<file path="config.mk">
export PLATFORM = sky130hd
export DESIGN_NAME = pmc_top
export DESIGN_NICKNAME = d
export VERILOG_FILES = /design/src/pmc_pkg.sv /design/src/pmc_twi_slave.sv /design/src/pmc_top.sv
export VERILOG_INCLUDE_DIRS = /design/src /design/src/src
export SDC_FILE = /design/constraint.sdc
export NUM_CORES = 1
export LEC_CHECK = 0
export BUFFER_PORTS_ARGS = -buffer_cell sky130_fd_sc_hd__buf_2
export CORE_MARGIN = 10
export CORE_UTILIZATION = 58
export CTS_CLUSTER_DIAMETER = 80
export DETAILED_ROUTE_END_ITERATION = 7
export PLACE_DENSITY = 0.92
export SETUP_SLACK_MARGIN = 0.3
export SLEW_MARGIN = 30
export SYNTH_ARGS = -nofsm -noshare
export SYNTH_HDL_FRONTEND = slang
export SYNTH_HIERARCHICAL = 1
export SYNTH_SLANG_ARGS = --single-unit
export TNS_END_PERCENT = 50
</file>
<file path="constraint.sdc">
create_clock -name clk_sys_i -period 3 [get_ports clk_sys_i]
set_input_delay 0.6 -clock clk_sys_i [delete_from_list [all_inputs] [get_ports clk_sys_i]]
set_output_delay 0.6 -clock clk_sys_i [all_outputs]
set_load 0.02 [all_outputs]
</file>
<file path="src/pmc_map.svh">
// Constants for the pluggable module control pins: timing counts and management map
// Summary of operation
// - Fault output low in normal operation, high once a laser fault is seen.
// - Transmitter on while laser_off_in low, init is done and no fault is latched; off otherwise, including high or open.
// - An undriven laser_off_in reads as disabled, so transmitter starts off.
// - The presence line is held low permanently to show the module is fitted.
// - Management bus clock comes from the host; the data line is two-way.
// - signal_lost_out high while received light is lost, low when it is present.
// - Identification bytes and live diagnostics are both readable over the bus.
// - Rx power, tx power, bias, supply and temperature monitors, either calibration.
// - Transmitter off within 10 us of disable, back on within 1 ms.
// - Fault flagged within 100 us; a disable held high for 10 us clears it.
`ifndef PMC_MAP_SVH
`define PMC_MAP_SVH

// ****************************************
// Clock and timing
// ****************************************
`define PMC_CLK_PERIOD_NS 4
`define PMC_T_RESET_NS 10000
`define PMC_T_INIT_MS 300
`define PMC_T_LOST_MAX_NS 100000
`define PMC_RST_CYC ((`PMC_T_RESET_NS + `PMC_CLK_PERIOD_NS - 1) / `PMC_CLK_PERIOD_NS)
`define PMC_INIT_CYC ((`PMC_T_INIT_MS * 1000000) / `PMC_CLK_PERIOD_NS)
`define PMC_LOST_MAX_CYC (`PMC_T_LOST_MAX_NS / `PMC_CLK_PERIOD_NS)
`define PMC_LOST_MARGIN 16

// ****************************************
// Management bus addresses and map
// ****************************************
`define PMC_ADDR_ID 7'h50
`define PMC_ADDR_DIAG 7'h51
`define PMC_ID_TYPE_BYTE 8'h00
`define PMC_ID_TYPE_VAL 8'h03
`define PMC_ID_DDM_BYTE 8'h5C
`define PMC_DDM_BIT_INT 5
`define PMC_DDM_BIT_EXT 4
`define PMC_DIAG_TEMP 8'h60
`define PMC_DIAG_VCC 8'h62
`define PMC_DIAG_BIAS 8'h64
`define PMC_DIAG_TXP 8'h66
`define PMC_DIAG_RXP 8'h68
`define PMC_DIAG_STAT 8'h6E
`define PMC_STAT_BIT_OFF 7
`define PMC_STAT_BIT_FLT 2
`define PMC_STAT_BIT_LOST 1

`endif

</file>
<file path="src/pmc_pkg.sv">
// Types shared by the pluggable module control pins design
package pmc_pkg;
  typedef logic [7:0] pmc_byte_t;
  typedef enum logic [2:0] {
    TWI_IDLE = 3'b000,
    TWI_ADDR = 3'b001,
    TWI_AACK = 3'b010,
    TWI_WORD = 3'b011,
    TWI_WACK = 3'b100,
    TWI_READ = 3'b101,
    TWI_RACK = 3'b110
  } pmc_twi_e;
endpackage

</file>
<file path="src/pmc_twi_slave.sv">
// Two-wire management bus target, oversampled on the system clock
`include "pmc_map.svh"
module pmc_twi_slave (
  // Clock and reset
  input wire logic clk_sys_i,
  input wire logic resetn_i,
  // Synchronised bus levels
  input wire logic scl_i,
  input wire logic sda_i,
  // Byte fetch from the memory map
  input wire pmc_pkg::pmc_byte_t rd_byte_i,
  output logic sel_diag_o,
  output pmc_pkg::pmc_byte_t ptr_o,
  // Request to pull the data line low
  output logic sda_low_o
);
  pmc_pkg::pmc_twi_e state;
  logic scl_q;
  logic sda_q;
  logic [3:0] bit_cnt;
  logic [7:0] shreg;
  logic [7:0] out_byte;
  logic is_read;
  logic first_word;
  logic master_ack;

  // ****************************************
  // Bus event detection
  // ****************************************
  wire scl_rise = scl_i & ~scl_q;
  wire scl_fall = ~scl_i & scl_q;
  wire bus_start = scl_i & scl_q & sda_q & ~sda_i;
  wire bus_stop = scl_i & scl_q & ~sda_q & sda_i;
  wire addr_hit = (shreg[7:1] == `PMC_ADDR_ID) || (shreg[7:1] == `PMC_ADDR_DIAG);
  wire byte_done = (bit_cnt == 4'h8);

  // Previous levels for edge finding
  always_ff @(posedge clk_sys_i or negedge resetn_i) begin
    if (!resetn_i) begin
      scl_q <= 1'b1;
      sda_q <= 1'b1;
    end else begin
      scl_q <= scl_i;
      sda_q <= sda_i;
    end
  end

  // ****************************************
  // Protocol sequencer
  // ****************************************
  // Bits are taken on SCL rise, the data line changes only after SCL fall
  // target side
  always_ff @(posedge clk_sys_i or negedge resetn_i) begin
    if (!resetn_i) begin
      state <= pmc_pkg::TWI_IDLE;
      bit_cnt <= 4'h0;
      shreg <= 8'h00;
      out_byte <= 8'h00;
      is_read <= 1'b0;
      first_word <= 1'b0;
      master_ack <= 1'b0;
      sel_diag_o <= 1'b0;
      ptr_o <= 8'h00;
      sda_low_o <= 1'b0;
    end else if (bus_start) begin
      // Repeated start keeps the pointer for random reads
      state <= pmc_pkg::TWI_ADDR;
      bit_cnt <= 4'h0;
      sda_low_o <= 1'b0;
    end else if (bus_stop) begin
      state <= pmc_pkg::TWI_IDLE;
      sda_low_o <= 1'b0;
    end else if (scl_rise) begin
      shreg <= {shreg[6:0], sda_i};
      if (state == pmc_pkg::TWI_ADDR || state == pmc_pkg::TWI_WORD) begin
        bit_cnt <= bit_cnt + 4'h1;
      end
      master_ack <= ~sda_i;
    end else if (scl_fall) begin
      unique case (state)
        pmc_pkg::TWI_IDLE: begin
          sda_low_o <= 1'b0;
        end
        pmc_pkg::TWI_ADDR: begin
          if (byte_done && addr_hit) begin
            sel_diag_o <= shreg[1];
            is_read <= shreg[0];
            sda_low_o <= 1'b1;
            state <= pmc_pkg::TWI_AACK;
          end else if (byte_done) begin
            state <= pmc_pkg::TWI_IDLE;
          end
        end
        pmc_pkg::TWI_AACK: begin
          bit_cnt <= 4'h0;
          first_word <= 1'b1;
          if (is_read) begin
            out_byte <= rd_byte_i;
            sda_low_o <= ~rd_byte_i[7];
            state <= pmc_pkg::TWI_READ;
          end else begin
            sda_low_o <= 1'b0;
            state <= pmc_pkg::TWI_WORD;
          end
        end
        pmc_pkg::TWI_WORD: begin
          // Later bytes of a write are acknowledged and only step the pointer on by one: the map is read-only
          if (byte_done) begin
            ptr_o <= first_word ? shreg : ptr_o + 8'h01;
            sda_low_o <= 1'b1;
            state <= pmc_pkg::TWI_WACK;
          end
        end
        pmc_pkg::TWI_WACK: begin
          sda_low_o <= 1'b0;
          bit_cnt <= 4'h0;
          first_word <= 1'b0;
          state <= pmc_pkg::TWI_WORD;
        end
        pmc_pkg::TWI_READ: begin
          if (bit_cnt == 4'h7) begin
            sda_low_o <= 1'b0;
            ptr_o <= ptr_o + 8'h01;
            state <= pmc_pkg::TWI_RACK;
          end else begin
            out_byte <= {out_byte[6:0], 1'b0};
            sda_low_o <= ~out_byte[6];
            bit_cnt <= bit_cnt + 4'h1;
          end
        end
        pmc_pkg::TWI_RACK: begin
          bit_cnt <= 4'h0;
          if (master_ack) begin
            out_byte <= rd_byte_i;
            sda_low_o <= ~rd_byte_i[7];
            state <= pmc_pkg::TWI_READ;
          end else begin
            state <= pmc_pkg::TWI_IDLE;
          end
        end
        default: begin
          state <= pmc_pkg::TWI_IDLE;
        end
      endcase
    end
  end
endmodule

</file>
<file path="src/pmc_top.sv">
// Control pins, fault latch, loss filter and management map of the pluggable module
`include "pmc_map.svh"
module pmc_top #(
  parameter int unsigned INIT_CYC = `PMC_INIT_CYC,
  parameter int unsigned LOST_CYC = `PMC_LOST_MAX_CYC - `PMC_LOST_MARGIN
) (
  // Clock and reset
  input wire logic clk_sys_i,
  input wire logic resetn_i,
  // Host control pins
  input wire logic laser_off_in_i,
  output logic laser_fault_out_o,
  output logic signal_lost_out_o,
  output logic presence_tie_low_o,
  // Management bus pins
  input wire logic id_bus_clock_pin_i,
  input wire logic id_bus_data_pin_i,
  output logic id_bus_data_pin_o,
  output logic id_bus_data_pin_oe_n_o,
  // Optics side status
  input wire logic laser_fault_det_i,
  input wire logic rx_power_ok_i,
  output logic laser_en_o,
  // Monitor words, sampled on clk_sys_i
  input wire logic cal_external_i,
  input wire logic [15:0] temp_mon_i,
  input wire logic [15:0] vcc_mon_i,
  input wire logic [15:0] bias_mon_i,
  input wire logic [15:0] txp_mon_i,
  input wire logic [15:0] rxp_mon_i
);
  logic off_s1;
  logic off_s2;
  logic flt_s1;
  logic flt_s2;
  logic rxok_s1;
  logic rxok_s2;
  logic scl_s1;
  logic scl_s2;
  logic sda_s1;
  logic sda_s2;
  logic [31:0] init_cnt;
  logic init_done;
  logic [31:0] off_cnt;
  logic [31:0] lost_cnt;
  logic twi_sel_diag;
  pmc_pkg::pmc_byte_t twi_ptr;
  logic twi_sda_low;

  // Byte of a 16-bit monitor at a big-endian pair of addresses
  function automatic pmc_pkg::pmc_byte_t mon_byte(input logic [15:0] word,
                                                  input logic low_half);
    mon_byte = low_half ? word[7:0] : word[15:8];
  endfunction

  // ****************************************
  // Input synchronisers
  // ****************************************
  // open disable pin resets to the disabled level
  always_ff @(posedge clk_sys_i or negedge resetn_i) begin
    if (!resetn_i) begin
      off_s1 <= 1'b1;
      off_s2 <= 1'b1;
      flt_s1 <= 1'b0;
      flt_s2 <= 1'b0;
      rxok_s1 <= 1'b0;
      rxok_s2 <= 1'b0;
    end else begin
      off_s1 <= laser_off_in_i;
      off_s2 <= off_s1;
      flt_s1 <= laser_fault_det_i;
      flt_s2 <= flt_s1;
      rxok_s1 <= rx_power_ok_i;
      rxok_s2 <= rxok_s1;
    end
  end

  // Idle bus is high on both lines
  always_ff @(posedge clk_sys_i or negedge resetn_i) begin
    if (!resetn_i) begin
      scl_s1 <= 1'b1;
      scl_s2 <= 1'b1;
      sda_s1 <= 1'b1;
      sda_s2 <= 1'b1;
    end else begin
      scl_s1 <= id_bus_clock_pin_i;
      scl_s2 <= scl_s1;
      sda_s1 <= id_bus_data_pin_i;
      sda_s2 <= sda_s1;
    end
  end

  // ****************************************
  // Initialisation and fault latch
  // ****************************************
  wire next_init_done = (init_cnt >= INIT_CYC - 1);
  wire off_held = (off_cnt >= `PMC_RST_CYC - 1);
  wire fault_set = flt_s2 & init_done;
  wire fault_clr = off_held | ~init_done;
  // A fault seen in the clearing cycle is kept: set beats clear
  wire next_fault = fault_set | (laser_fault_out_o & ~fault_clr);
  // Light only after init, with no disable and no latched fault
  wire next_laser_en = init_done & ~off_s2 & ~next_fault;

  // Init timer stops once done; fault flag forced low until then
  // init window
  always_ff @(posedge clk_sys_i or negedge resetn_i) begin
    if (!resetn_i) begin
      init_cnt <= 32'h0;
      init_done <= 1'b0;
    end else if (!init_done) begin
      init_cnt <= init_cnt + 32'h1;
      init_done <= next_init_done;
    end
  end

  // Disable high time, saturates so a long disable stays a reset
  // reset pulse width
  always_ff @(posedge clk_sys_i or negedge resetn_i) begin
    if (!resetn_i) begin
      off_cnt <= 32'h0;
    end else if (!off_s2) begin
      off_cnt <= 32'h0;
    end else if (!off_held) begin
      off_cnt <= off_cnt + 32'h1;
    end
  end

  // Fault latch and transmitter enable; disable acts in a few cycles
  // fault and enable
  always_ff @(posedge clk_sys_i or negedge resetn_i) begin
    if (!resetn_i) begin
      laser_fault_out_o <= 1'b0;
      laser_en_o <= 1'b0;
    end else begin
      laser_fault_out_o <= next_fault;
      laser_en_o <= next_laser_en;
    end
  end

  a_off_darkens: assert property (@(posedge clk_sys_i) disable iff (!resetn_i)
    off_s2 |=> !laser_en_o)
    else $error("transmitter lit while disabled");

  a_off_pin_fast: assert property (@(posedge clk_sys_i) disable iff (!resetn_i)
    laser_off_in_i [*3] ##1 laser_off_in_i |-> !laser_en_o)
    else $error("transmitter not off three cycles after disable");

  a_fault_flags: assert property (@(posedge clk_sys_i) disable iff (!resetn_i)
    (flt_s2 && init_done) |=> (laser_fault_out_o && !laser_en_o))
    else $error("fault not flagged after detection");

  a_fault_latches: assert property (@(posedge clk_sys_i) disable iff (!resetn_i)
    (laser_fault_out_o && !off_held && init_done) |=> laser_fault_out_o)
    else $error("fault dropped without a reset pulse");

  a_fault_resets: assert property (@(posedge clk_sys_i) disable iff (!resetn_i)
    ($fell(laser_fault_out_o) && init_done) |-> $past(off_cnt) >= `PMC_RST_CYC - 1)
    else $error("fault cleared by a short disable pulse");

  a_init_quiet: assert property (@(posedge clk_sys_i) disable iff (!resetn_i)
    !init_done |=> (!laser_en_o && !laser_fault_out_o))
    else $error("activity before initialisation ends");

  // ****************************************
  // Loss of signal filter
  // ****************************************
  // Only a disagreement lasting LOST_CYC cycles flips the output, so glitches vanish
  wire lost_differs = (rxok_s2 == signal_lost_out_o);
  wire lost_flip = lost_differs & (lost_cnt >= LOST_CYC - 1);

  always_ff @(posedge clk_sys_i or negedge resetn_i) begin
    if (!resetn_i) begin
      lost_cnt <= 32'h0;
      signal_lost_out_o <= 1'b1;
    end else if (!lost_differs || lost_flip) begin
      lost_cnt <= 32'h0;
      signal_lost_out_o <= signal_lost_out_o ^ lost_flip;
    end else begin
      lost_cnt <= lost_cnt + 32'h1;
    end
  end

  a_lost_filtered: assert property (@(posedge clk_sys_i) disable iff (!resetn_i)
    $changed(signal_lost_out_o) |-> $past(lost_cnt) == LOST_CYC - 1)
    else $error("loss output changed without full filter delay");

  a_lost_bounded: assert property (@(posedge clk_sys_i) disable iff (!resetn_i)
    lost_cnt < LOST_CYC)
    else $error("loss filter overran its bound");

  // ****************************************
  // Management map
  // ****************************************
  wire [7:0] ddm_type = (8'h01 << `PMC_DDM_BIT_INT) & {8{~cal_external_i}}
                      | (8'h01 << `PMC_DDM_BIT_EXT) & {8{cal_external_i}};
  wire [7:0] status_byte = ({7'h00, off_s2} << `PMC_STAT_BIT_OFF)
                         | ({7'h00, laser_fault_out_o} << `PMC_STAT_BIT_FLT)
                         | ({7'h00, signal_lost_out_o} << `PMC_STAT_BIT_LOST);
  wire [7:0] ptr_pair = {twi_ptr[7:1], 1'b0};
  wire [7:0] id_byte = (twi_ptr == `PMC_ID_TYPE_BYTE) ? `PMC_ID_TYPE_VAL :
                       (twi_ptr == `PMC_ID_DDM_BYTE) ? ddm_type : 8'h00;
  wire [7:0] diag_byte =
      (ptr_pair == `PMC_DIAG_TEMP) ? mon_byte(temp_mon_i, twi_ptr[0]) :
      (ptr_pair == `PMC_DIAG_VCC) ? mon_byte(vcc_mon_i, twi_ptr[0]) :
      (ptr_pair == `PMC_DIAG_BIAS) ? mon_byte(bias_mon_i, twi_ptr[0]) :
      (ptr_pair == `PMC_DIAG_TXP) ? mon_byte(txp_mon_i, twi_ptr[0]) :
      (ptr_pair == `PMC_DIAG_RXP) ? mon_byte(rxp_mon_i, twi_ptr[0]) :
      (twi_ptr == `PMC_DIAG_STAT) ? status_byte : 8'h00;
  wire [7:0] map_byte = twi_sel_diag ? diag_byte : id_byte;

  pmc_twi_slave u_twi (
    .clk_sys_i(clk_sys_i),
    .resetn_i(resetn_i),
    .scl_i(scl_s2),
    .sda_i(sda_s2),
    .rd_byte_i(map_byte),
    .sel_diag_o(twi_sel_diag),
    .ptr_o(twi_ptr),
    .sda_low_o(twi_sda_low)
  );

  // Open drain pins: only ever pull low; presence is a constant ground
  // pin drivers
  always_ff @(posedge clk_sys_i or negedge resetn_i) begin
    if (!resetn_i) begin
      id_bus_data_pin_o <= 1'b0;
      id_bus_data_pin_oe_n_o <= 1'b1;
      presence_tie_low_o <= 1'b0;
    end else begin
      id_bus_data_pin_o <= 1'b0;
      id_bus_data_pin_oe_n_o <= ~twi_sda_low;
      presence_tie_low_o <= 1'b0;
    end
  end

  a_presence_low: assert property (@(posedge clk_sys_i) disable iff (!resetn_i)
    !presence_tie_low_o && !id_bus_data_pin_o)
    else $error("presence or data pin driven high");

  // Pin drive lags the sequencer by one flop, which lags the seen event by one more
  a_sda_follows: assert property (@(posedge clk_sys_i) disable iff (!resetn_i)
    $changed(id_bus_data_pin_oe_n_o) |->
      ($past(scl_s2, 3) && !$past(scl_s2, 2))
      || (($past(sda_s2, 2) != $past(sda_s2, 3)) && $past(scl_s2, 2)))
    else $error("data line changed away from a clock fall");
endmodule

</file>
==> results.py <==
metrics = {
    "status": {
        "status": "finished clean",
    },
    "die": {
        "fp-row-count": 41,
        "num_io_pins": 94,
        "die_area_sq_um": 17780,
        "start_util_pct": 59.04,
        "die_w_um": 133.3,
        "coreArea_sq_um": 12620,
        "die_y_um": 133.3,
    },
    "power_and_ir_drop": {
        "irDropWorstVdd_mv": 0.4887,
        "internal_power_mw": 3.815,
        "power.switching_mw": 1.328,
        "p_leak_nw": 3.890,
        "power_frac_seq_pct": 44.4,
        "pwr-share-comb_pct": 10.3,
        "power_density_nw_per_um2": 582.5,
        "switching_share_pct": 25.83,
        "power_frac_clock_pct": 45.3,
    },
    "final_layout": {
        "regArea_sq_um": 3720,
        "nets": 926,
        "fillers": 890,
        "areaGrowthSynthToFinish_pct": 18.51,
        "drive_gt1_share_pct": 21.05,
        "multi_input_area_sq_um": 3611,
        "post-route-util_pct": 69.97,
    },
    "setup_path": {
        "path_cells": "and3b_1, nand2_1, nor2_1, a2111oi_1, a21oi_1, o21ba_2, o22ai_1, o31ai_1, nand4_1, o211ai_1",
        "crit_family": "compound AO/OA/AOI/OAI gates",
        "slowest_delay_ps": 490,
        "crit_type": "flip-flop to flip-flop",
        "cp.required_ps": 3340,
        "worst-path-buf-inv": 0,
        "worstPathArrival_ps": 2880,
        "worst_path_max_delay_cell": "a2111oi_1",
        "start_kind": "flip-flop",
        "endpoint_kind": "flip-flop",
        "cp_max_fo": 10,
    },
    "grt": {
        "overflow": 0,
        "grt_pass1_vias": 6484,
        "grt_first_pass_wirelength_um": 32600,
        "grt_max_degree": 83,
        "antenna_found_initial": 2,
        "grtUsageTotal_pct": 22.83,
    },
    "clocking": {
        "root_buffer": "clkbuf_16",
        "cts_tree": "built",
        "clkSinkCount": 148,
        "ctsLongestPathBuffers": 2,
        "cts_buffers": 17,
        "ctsHoldBuffers": 0,
        "cts_resized": 0,
        "cts.clk_slew.worst_paths_ps": 60,
        "ctsHtreeMaxLevel": 4,
        "post_cts_buffers": 0,
        "insertion_delay_ps": 430,
    },
    "hold_path": {
        "min_path_type": "input pin to async pin",
    },
    "sta": {
        "setup_tns_ps": 0,
        "relSlewSlack_pct": 42.20,
        "skew_ps": 10.36,
        "setup_viol": 0,
        "post-route-period-util_pct": 84.73,
        "rsz0062_at_grt": "yes",
        "max_freq_mhz": 393.4,
        "tightest_slew_ps": 860.4,
        "final-hold-violation-count": 0,
        "slew_viol_final": 0,
        "period_needed_ps": 2542,
    },
    "route": {
        "drt_iter0_drc": 624,
        "first_pass_iters": 5,
        "ant_nets": 0,
        "via_per_inst": 6.154,
        "drt_wl_total_um": 20070,
        "wire_per_inst_um": 19.78,
        "vias": 6246,
        "drc": 0,
    },
    "yosys": {
        "yosysTopAreaCell": "dfrtp_1",
        "yosysWarnings": 6,
        "netlist_instances": 715,
        "synth.avg_cell_area_sq_um": 10.42,
        "ys_seq_area_share_pct": 49.87,
        "synth_enable_flop_cells": 0,
        "ys_seq_elements": 148,
        "synth_cell_types": 72,
        "synthArstFlopShare_pct": 100.0,
        "synth_top_area_share_pct": 46.35,
        "synth_flop_cell": "dfrtp_1",
        "synth_area_leaders": "dfrtp_1 46%, mux2i_1 5.2%, xnor2_1 3.6%, dfstp_2 3.5%, nor2_1 3.1%",
        "synth_area_sq_um": 7451,
    },
    "placed_design": {
        "gp_congestion": 0.9851,
        "hpwl_um": 13150,
        "io_buffers": 91,
    },
    "flow_run": {
        "cap_violations": 0,
    },
}
[through the flow]
step                      instance area [sq um]  power (mW)  hold slack [ps]  instances  worst slack, ps
final                                      8830       5.144            217.2       1015            458.2
after floorplan                            7518       2.593            304.4        733            584.3
after global placement                     8174       2.787            334.4        981            521.3
after global routing                       8830       5.332            262.5       1015            289.6
after detailed placement                   8174       2.811            336.4        981            488.4
after CTS                                  8821       5.152            257.9       1013            450.8
[cell usage in the layout (no fill, tap or decap), drive strengths merged, types with 16 or more instances in the layout]
| master | netlist | layout |
|---|---|---|
| mux2 | 16 | 16 |
| xnor2 | 31 | 31 |
| xor2 | 18 | 18 |
| nor3 | 16 | 16 |
| mux2i | 39 | 39 |
| clkbuf | 16 | 19 |
| nor2 | 61 | 61 |
| nand4 | 23 | 23 |
| inv | 24 | 28 |
| a21oi | 24 | 24 |
| and2 | 24 | 24 |
| conb | 1 | 19 |
| buf | 8 | 100 |
| dfrtp | 138 | 138 |
| nand3 | 33 | 33 |
| o21ai | 28 | 28 |
| nand2 | 60 | 60 |
[layout make-up]
class / instances / share of cell area, %
clock inverter: 13 / 2.196
antenna: 2 / 0.05668
tap: 172 / 2.437
clock buffer: 19 / 5.130
timing repair buffer: 100 / 6.136
sequential: 148 / 42.13
multi-input combinational: 537 / 40.90
inverter: 24 / 1.020
[cells by family after synthesis]
kind of cell | synth area share (%)
compound gates | 10.46
xor+xnor | 5.760
fa+ha+maj | 1.679
buf+inv | 2.586
flops | 49.87
mux | 8.866
other cells | 0.05033
simple gates | 20.72
[flip-flops by register name, summed over array words and instances, names as in the netlist, 3 cells and up, named ones only]
register	count
init_cnt	32
lost_cnt	32
off_cnt	32
u_twi/ptr_o	8
u_twi/shreg	8
u_twi/out_byte	7
u_twi/bit_cnt	4
u_twi/state	3
[power by group through the flow]
stage               registers [mW]  logic (mW)  clock network (mW)
floorplan                     2.24       0.352                   0
global placement              2.30       0.484                   0
detailed placement            2.31       0.503                   0
CTS                           2.28       0.518                2.36
global route                  2.30       0.584                2.45
finish                        2.28       0.529                2.33
[cells in the mapped netlist, types with 3 or more instances]
library cell and count:
dfrtp_1 138, nor2_1 61, nand2_1 60, mux2i_1 39
nand3_1 33, xnor2_1 31, o21ai_0 28, a21oi_1 24
inv_1 24, and2_1 23, nand4_1 22, xor2_1 18
clkbuf_1 16, nor3_1 16, mux2_2 14, nand2b_1 11
dfstp_2 10, ha_1 10, and3_1 8, nor4_1 8
nor2b_1 7, o31ai_1 7, o22ai_1 6, a2bb2oi_1 5
and4_1 5, nand3b_1 5, buf_2 4, mux4_2 4
o221ai_1 4, a2111oi_0 3, a211o_1 3, nand4b_1 3
nor3b_1 3, nor4_2 3, o211ai_1 3, o2bb2ai_1 3
or4_1 3
[routing by layer]
metal / GRT usage (%) / vias up / part of all wire [%]
met5: 0 / - / 0
met4: 11.79 / 0 / 4.5
met3: 5.940 / 88 / 7.7
met2: 37.36 / 331 / 50
met1: 27.16 / 3041 / 38
li1: - / 2786 / -
[path summary, 6_finish.rpt]
check                                  startpoint               to  slack (ps)  cells after the start
worst min-delay path                     resetn_i     lost_cnt[11]         220                      1
max in group asynchronous                resetn_i           sda_s2        1950                      2
worst min register to register            rxok_s1          rxok_s2         350                      0
min in group clk_sys_i          laser_fault_det_i           flt_s1         270                      1
worst max-delay path               u_twi/ptr_o[5]  u_twi/sda_low_o         460                     10
worst max register to register     u_twi/ptr_o[5]  u_twi/sda_low_o         460                     10
Note: power is estimated with default switching activity, not from simulation.
